## config.mk

```make
export PLATFORM = sky130hd
export DESIGN_NAME = prdi_ctrl
export DESIGN_NICKNAME = d
export VERILOG_FILES = /design/src/common/prdi_pkg.sv /design/src/verilog/prdi_g1_ins.sv /design/src/verilog/prdi_ctrl.sv
export SDC_FILE = /design/constraint.sdc
export NUM_CORES = 1
export LEC_CHECK = 0
export ABC_AREA = 1
export CORE_MARGIN = 2
export CORE_UTILIZATION = 45
export CTS_CLUSTER_DIAMETER = 100
export CTS_CLUSTER_SIZE = 20
export DETAILED_ROUTE_END_ITERATION = 6
export DONT_BUFFER_PORTS = 1
export GPL_ROUTABILITY_DRIVEN = 0
export MAX_ROUTING_LAYER = met4
export REMOVE_ABC_BUFFERS = 1
export SYNTH_ARGS = -nofsm -noshare
export SYNTH_HDL_FRONTEND = slang
export SYNTH_SLANG_ARGS = --single-unit
```

## constraint.sdc

```tcl
create_clock -name clk_i -period 3 [get_ports clk_i]
set_clock_uncertainty 0.2 [all_clocks]
set_input_delay 0.15 -clock clk_i [delete_from_list [all_inputs] [get_ports clk_i]]
set_output_delay 0.15 -clock clk_i [all_outputs]
set_load 0.02 [all_outputs]
```

## src/common/prdi_pkg.sv

```systemverilog
`default_nettype none
package prdi_pkg;
	// register index per control byte and for the status word; byte address is four times it
	localparam logic [11:0] IDX_CTRL2 = 12'h9c9;
	localparam logic [11:0] IDX_CTRL1 = 12'h9ca;
	localparam logic [11:0] IDX_CTRL0 = 12'h9cb;
	localparam logic [11:0] IDX_STATUS = 12'h9cc;
	// wishbone widths
	localparam int unsigned ADR_W = 14;
	localparam int unsigned DAT_W = 32;
	localparam int unsigned SEL_W = 4;
	// field layout inside a control byte
	localparam int unsigned CODE_W = 3;
	localparam int unsigned CODE_HI_LSB = 5;
	localparam int unsigned CODE_LO_LSB = 1;
	localparam int unsigned EN_HI_BIT = 4;
	localparam int unsigned EN_LO_BIT = 0;
	// rdi bits sit at 7:5 of the outbound g1 byte
	localparam int unsigned G1_RDI_LSB = 5;
	// status word layout
	localparam int unsigned STAT_INS_BIT = 6;
	localparam int unsigned STAT_CODE_LSB = 8;
	// reset value of every control byte
	localparam logic [7:0] CTRL_RST = 8'h00;
	// defect slots on the defect input vector
	localparam int unsigned DEF_AIS = 0;
	localparam int unsigned DEF_LOP = 1;
	localparam int unsigned DEF_TIM = 2;
	localparam int unsigned DEF_UNEQ = 3;
	localparam int unsigned DEF_LCD = 4;
	localparam int unsigned DEF_PLM = 5;
	localparam int unsigned NUM_DEF = 6;
endpackage : prdi_pkg
`default_nettype wire

```

## src/verilog/prdi_g1_ins.sv

```systemverilog
`timescale 1ns/1ps
`default_nettype none
module prdi_g1_ins (
	input wire logic clk_i,
	input wire logic reset_i,
	input wire logic strobe_i,
	input wire logic [7:0] byte_i,
	input wire logic insert_i,
	input wire logic [prdi_pkg::CODE_W-1:0] code_i,
	output logic [7:0] byte_o,
	output logic valid_o
);
	import prdi_pkg::*;

	// merged byte: code over bits 7:5, rest passes
	wire logic [7:0] merged_w;
	wire logic [7:0] byte_nxt;
	assign merged_w = {code_i, byte_i[G1_RDI_LSB-1:0]};
	assign byte_nxt = insert_i ? merged_w : byte_i;

	// output byte register, loaded on each g1 strobe
	always_ff @(posedge clk_i or posedge reset_i) begin
		if (reset_i) begin
			byte_o <= 8'h00;
			valid_o <= 1'b0;
		end else begin
			valid_o <= strobe_i;
			if (strobe_i) begin
				byte_o <= byte_nxt;
			end
		end
	end
endmodule : prdi_g1_ins
`default_nettype wire

```

## src/verilog/prdi_ctrl.sv

```systemverilog
`timescale 1ns/1ps
`default_nettype none
module prdi_ctrl (
	input wire logic clk_i,
	input wire logic reset_i,
	input wire logic wb_cyc_i,
	input wire logic wb_stb_i,
	input wire logic wb_we_i,
	input wire logic [prdi_pkg::ADR_W-1:0] wb_adr_i,
	input wire logic [prdi_pkg::SEL_W-1:0] wb_sel_i,
	input wire logic [prdi_pkg::DAT_W-1:0] wb_dat_i,
	output logic [prdi_pkg::DAT_W-1:0] wb_dat_o,
	output logic wb_ack_o,
	input wire logic [prdi_pkg::NUM_DEF-1:0] defect_i,
	input wire logic g1_strobe_i,
	input wire logic [7:0] g1_byte_i,
	output logic [7:0] g1_byte_o,
	output logic g1_valid_o,
	output logic rdi_active_o
);
	import prdi_pkg::*;

	// pick a code field from a control byte, high or low half
	function automatic logic [CODE_W-1:0] field_code(
		input logic [7:0] b,
		input logic hi
	);
		field_code = hi ? b[CODE_HI_LSB +: CODE_W] : b[CODE_LO_LSB +: CODE_W];
	endfunction : field_code

	// control byte registers
	logic [7:0] ctrl0_r;
	logic [7:0] ctrl1_r;
	logic [7:0] ctrl2_r;
	// bus answer registers
	logic ack_r;
	logic [DAT_W-1:0] rdat_r;
	// synchroniser stages for the receive defect flags
	logic [NUM_DEF-1:0] sync1_r;
	logic [NUM_DEF-1:0] sync2_r;
	// registered insertion indicator
	logic active_r;

	// two-flop synchroniser, one chain per defect flag
	genvar gi;
	generate
		for (gi = 0; gi < NUM_DEF; gi++) begin : g_sync
			always_ff @(posedge clk_i or posedge reset_i) begin
				if (reset_i) begin
					sync1_r[gi] <= 1'b0;
					sync2_r[gi] <= 1'b0;
				end else begin
					sync1_r[gi] <= defect_i[gi];
					sync2_r[gi] <= sync1_r[gi];
				end
			end
		end
	endgenerate

	// address decode on byte addresses
	wire logic req_w;
	wire logic hit0_w;
	wire logic hit1_w;
	wire logic hit2_w;
	wire logic hits_w;
	wire logic wr_w;
	// ack high blocks a second take of the same request
	assign req_w = wb_cyc_i && wb_stb_i && !ack_r;
	// each register sits at four times its index
	assign hit0_w = wb_adr_i == {IDX_CTRL0, 2'b00};
	assign hit1_w = wb_adr_i == {IDX_CTRL1, 2'b00};
	assign hit2_w = wb_adr_i == {IDX_CTRL2, 2'b00};
	assign hits_w = wb_adr_i == {IDX_STATUS, 2'b00};
	// writes need the low byte lane
	assign wr_w = req_w && wb_we_i && wb_sel_i[0];

	// per-defect code fields
	wire logic [CODE_W-1:0] code_w [NUM_DEF];
	assign code_w[DEF_AIS] = field_code(ctrl0_r, 1'b0);
	assign code_w[DEF_LOP] = field_code(ctrl0_r, 1'b1);
	assign code_w[DEF_TIM] = field_code(ctrl1_r, 1'b1);
	assign code_w[DEF_UNEQ] = field_code(ctrl1_r, 1'b0);
	assign code_w[DEF_LCD] = field_code(ctrl2_r, 1'b1);
	assign code_w[DEF_PLM] = field_code(ctrl2_r, 1'b0);

	// per-defect enable bits
	wire logic [NUM_DEF-1:0] en_w;
	assign en_w[DEF_AIS] = ctrl0_r[EN_LO_BIT];
	assign en_w[DEF_LOP] = ctrl0_r[EN_HI_BIT];
	assign en_w[DEF_TIM] = ctrl1_r[EN_HI_BIT];
	assign en_w[DEF_UNEQ] = ctrl1_r[EN_LO_BIT];
	assign en_w[DEF_LCD] = ctrl2_r[EN_HI_BIT];
	assign en_w[DEF_PLM] = ctrl2_r[EN_LO_BIT];

	// a defect counts only when declared and enabled
	wire logic [NUM_DEF-1:0] armed_w;
	assign armed_w = en_w & sync2_r;

	// fixed priority: ais, lop, uneq, plm, tim, lcd
	wire logic [CODE_W-1:0] sel_code_w;
	wire logic insert_w;
	assign sel_code_w = armed_w[DEF_AIS] ? code_w[DEF_AIS] :
		armed_w[DEF_LOP] ? code_w[DEF_LOP] :
		armed_w[DEF_UNEQ] ? code_w[DEF_UNEQ] :
		armed_w[DEF_PLM] ? code_w[DEF_PLM] :
		armed_w[DEF_TIM] ? code_w[DEF_TIM] :
		code_w[DEF_LCD];
	assign insert_w = |armed_w;

	// status word: synced defects, insert flag, selected code
	wire logic [DAT_W-1:0] stat_w;
	assign stat_w = {{(DAT_W-STAT_CODE_LSB-CODE_W){1'b0}}, sel_code_w,
		1'b0, insert_w, sync2_r};

	// read mux; unmapped addresses read zero
	wire logic [DAT_W-1:0] rmux_w;
	assign rmux_w = hit0_w ? {24'h000000, ctrl0_r} :
		hit1_w ? {24'h000000, ctrl1_r} :
		hit2_w ? {24'h000000, ctrl2_r} :
		hits_w ? stat_w : 32'h00000000;

	// control byte writes
	always_ff @(posedge clk_i or posedge reset_i) begin
		if (reset_i) begin
			ctrl0_r <= CTRL_RST;
			ctrl1_r <= CTRL_RST;
			ctrl2_r <= CTRL_RST;
		end else if (wr_w) begin
			if (hit0_w) begin
				ctrl0_r <= wb_dat_i[7:0];
			end else if (hit1_w) begin
				ctrl1_r <= wb_dat_i[7:0];
			end else if (hit2_w) begin
				ctrl2_r <= wb_dat_i[7:0];
			end
		end
	end

	// one-cycle ack with registered read data
	always_ff @(posedge clk_i or posedge reset_i) begin
		if (reset_i) begin
			ack_r <= 1'b0;
			rdat_r <= 32'h00000000;
		end else begin
			ack_r <= req_w;
			if (req_w && !wb_we_i) begin
				rdat_r <= rmux_w;
			end
		end
	end

	// insertion indicator register
	always_ff @(posedge clk_i or posedge reset_i) begin
		if (reset_i) begin
			active_r <= 1'b0;
		end else begin
			active_r <= insert_w;
		end
	end

	// outputs straight from their registers
	assign wb_ack_o = ack_r;
	assign wb_dat_o = rdat_r;
	assign rdi_active_o = active_r;

	// g1 byte rewrite stage
	prdi_g1_ins u_g1 (
		.clk_i(clk_i),
		.reset_i(reset_i),
		.strobe_i(g1_strobe_i),
		.byte_i(g1_byte_i),
		.insert_i(insert_w),
		.code_i(sel_code_w),
		.byte_o(g1_byte_o),
		.valid_o(g1_valid_o)
	);
endmodule : prdi_ctrl
`default_nettype wire

```

==> PnR_summary.wiki <==
{| class="wikitable"
! Metric !! Value
|-
| Synth-to-Final Area Change || 16.95%
|-
| Delay of the slowest critical-path stage || 550 ps
|-
| Post-route DRC violation count || 0
|-
| Worst hold endpoint || wb_dat_o[10]
|-
| Mean post-synth cell area || 8.266 µm²
|-
| Slew Limit Fails || 0
|-
| Post-synth top area share || 0.5002
|-
| Initial standard-cell utilization of the core || 0.4622
|-
| Total grt overflow || 0
|-
| Worst setup slack before clock tree synthesis || around 1000 ps
|-
| Number of setup violations in the final report || 0
|-
| Post-CTS resize count || 0
|-
| Clock tree root driver cell || clkbuf_8
|-
| Hold Path Stages || 5
|-
| Count of port buffers added during placement || 0
|-
| HPWL after detailed placement || 4.428 mm
|-
| Number of DRC markers after the initial detailed-route iteration || about 180
|-
| Most area-hungry cell type in the Yosys netlist || dfrtp_1
|-
| Maximum net fanout on the critical path || 16
|-
| WL met2 || between 3 and 4 mm
|-
| Average detailed-routed wire length per instance || 13.90 µm
|-
| CP delay by family, top || buffers and inverters
|-
| Height of the die || 84.30 µm
|-
| Top area cells in the synthesized netlist || dfrtp_1 (50%), nand2_1 (12%), nand3_1 (7.9%), buf_4 (5.4%), nor2_1 (4.9%)
|-
| First-pass GRT wire length || ~11 mm
|-
| Count of final hold-check violations || 0
|-
| H-tree levels || 3
|-
| Total GRT Usage || 0.2014
|-
| Diode insertion count for antenna repair || 0
|-
| Register-to-Register Setup Slack || 990 ps
|-
| TritonCTS clock tree || yes
|-
| Kind of capture point of the worst setup path || flop
|-
| Vias in the first global route || about 2200
|-
| Cell seen most often among critical-path stages || nor2_1
|-
| Number of fill cells in the layout || 586
|-
| Post-route ant nets || 0
|-
| Leakage dissipation || 1.690 nW
|-
| Gate count after technology mapping || between 300 and 400
|-
| Max-cap check violation count || 0
|-
| Unrepaired setup endpoints after global routing || no
|-
| Clock input transition at the sequential cells of the worst setup and hold paths || 60 ps
|-
| Number of buffers inserted during clock tree synthesis || 9
|-
| Number of antenna violations at the first check in global routing || 0
|-
| Total buffers and inverters traversed by the critical path || 3
|-
| Yosys Warn Count || 0
|-
| Highest-delay cell along the critical path || dlygate4sd3_1
|-
| Outcome || complete, no violations
|-
| Number of top-level pins || 113
|-
| Placeable core region || 0.006277 mm²
|-
| Most instantiated cells after synthesis || nand2_1 (95), dfrtp_1 (58), nand3_1 (46)
|-
| Transition time at the pin with the least slew margin || between 800 and 900 ps
|-
| Via count || 2290
|-
| Length of routed wiring on met1 || roughly 2.9 mm
|-
| Clock latency at the later pin of the worst-skew pair || 330 ps
|-
| Total Neg Setup Slack || 0 ps
|-
| Worst R2R End || wb_dat_o[2]
|-
| Async set-reset flop share out of synthesis || 1.000
|-
| Worst hold path class || primary input to flop
|-
| Source of the worst register-to-register timing path || wb_ack_o
|-
| Highest ir drop seen on vdd || approximately 450 µV
|-
| Total routed wirelength || 6.490 mm
|-
| Launch instance of the worst min-delay path || wb_adr_i[3]
|-
| Cell Pwr Density || 534.1 mW/mm²
|-
| Sequential fraction of the synthesis area || 0.5002
|-
| Headroom to the max-slew limit || 0.4408
|-
| Post-synthesis instance area || 0.002902 mm²
|-
| CP Launch Type || primary input
|-
| List of cells traversed by the critical path || dlygate4sd3_1, nand2_1, dlygate4sd3_1, nor2_1, inv_1, nor2_2, o21ai_0, nor2_1, nor2_1
|-
| Count of hold buffers inserted by post-cts repair || 30
|-
| DIE AREA || roughly 0.0071 mm²
|-
| Combined flip-flop and latch cell area || roughly 0.0015 mm²
|-
| Register bit count reported by yosys || 58
|-
| Dominant synthesized flop cell || dfrtp_1
|-
| Count of cell types in the netlist || 23
|-
| Buffers inserted by post-CTS timing repair || 0
|-
| Maximum number of pins on one net before global-route repair || 42
|-
| Crit Path Class || primary input to flop
|-
| Share of post-route cells with drive strength above 1 || 0.1308
|-
| 1st-pass router iterations || 4
|-
| Share of the clock period used by the worst path || 0.8202
|-
| Minimum period implied by the final worst setup slack || 2460 ps
|-
| Number of flops mapped to enable cells by yosys || 0
|-
| Library cell with the highest instance count after synthesis || nand2_1
|-
| FMAX || 0.4064 GHz
|-
| Worst-case clock buffer depth || 2
|-
| Total length of routed met3 wires || 450 µm
|-
| Depth of the most critical reg-to-reg path || 6
|-
| Post-DR vias/cell || 4.904
|-
| Site Rows || 29
|-
| Area of the multi-input gates || 0.001202 mm²
|-
| Post-route setup slack || 539.5 ps
|-
| Top layer reached by signal wires || met4
|-
| Horizontal die dimension || 84.30 µm
|-
| Data required time of the critical path || 3020 ps
|-
| Clk sink count || 58
|-
| Layout Nets || 455
|-
| Worst path arrival time || 2480 ps
|}
==> logic make-up after synthesis <==
family                 synth area share
DFF                              0.5002
buffers and inverters            0.1113
AOI/OAI and AO/OA               0.07848
and+or+nand+nor                  0.3088
other                          0.001292
==> state kept, by name, summed over array words and instances (netlist names) <==
signal	cells
wb_dat_o	11
u_g1.byte_o	8
ctrl1_r	8
ctrl0_r	8
u_g1.valid_o	1
rdi_active_o	1
wb_ack_o	1
stat_w	6
ctrl2_r	8
sync1_r	6
==> where the power goes <==
part	internal, W	switching (W)	leakage, nW
sequential	0.000821	0.0000660	0.749
clock	0.000487	0.000302	0.109
combinational	0.0000492	0.0000859	0.832
total	0.00136	0.000454	1.69
==> worst register-to-register path, stage by stage, from the launching register on <==
cell	delay, ps
dfrtp_1	450
nor2_1	160
inv_1	80
nor2_2	550
o21ai_0	200
nor2_1	200
nor2_1	60
==> worst max-delay path by stage <==
| stage | from | to | slack [ps] | cells after the start |
|---|---|---|---|---|
| after global routing | wb_stb_i | wb_dat_o[2] | 430 | 9 |
| after global placement | wb_ack_o | wb_dat_o[2] | 1020 | 6 |
| after detailed placement | wb_ack_o | wb_dat_o[2] | 1000 | 6 |
| after floorplan | reset_i | ctrl0_r[0] | 1220 | 1 |
| after CTS | wb_stb_i | wb_dat_o[2] | 570 | 9 |
| final | wb_stb_i | wb_dat_o[2] | 540 | 9 |
==> metal layers <==
metal  vias to the layer above  track usage
met5                         -            -
met4                         0      0.09091
met3                         5      0.04523
met2                        85       0.3030
met1                      1057       0.2606
li1                       1143            -
==> layout by cell type (no fill, tap or decap), types with 2 or more instances in the layout <==
cell	n
nand4_1	2
nand3_2	2
nor2_1	38
nand2_2	6
o21ai_1	8
o21ai_0	8
dfrtp_1	58
clkbuf_8	10
conb_1	21
nor2_4	2
bufinv_16	2
clkinv_2	2
dlygate4sd3_1	30
nor2_2	5
o21ai_2	16
buf_4	2
nand2_1	95
nor3_1	2
inv_1	28
nand3_1	46
==> through the flow <==
stage               area, µm²    util  std cells  power [W]  hold WS, ps
global placement         2874  0.4578        421   0.001003       -18.52
global route             3393  0.5406        467   0.001893        82.09
CTS                      3393  0.5406        467   0.001835        21.26
floorplan                2763       -        342  0.0009796       -18.57
detailed placement       2874  0.4578        421   0.001007       -18.52
finish                   3393  0.5406        467   0.001812        49.09
==> final cells by class <==
type                            instances  area share
Clock inverter                          5     0.02286
Multi-Input combinational cell        255      0.3544
Clock buffer                           11     0.04167
Inverter                               29     0.03208
Tap cell                               77     0.02839
Sequential cell                        58      0.4277
Timing Repair Buffer                   32     0.09292
No activity file was read; power rests on OpenSTA's default activity.
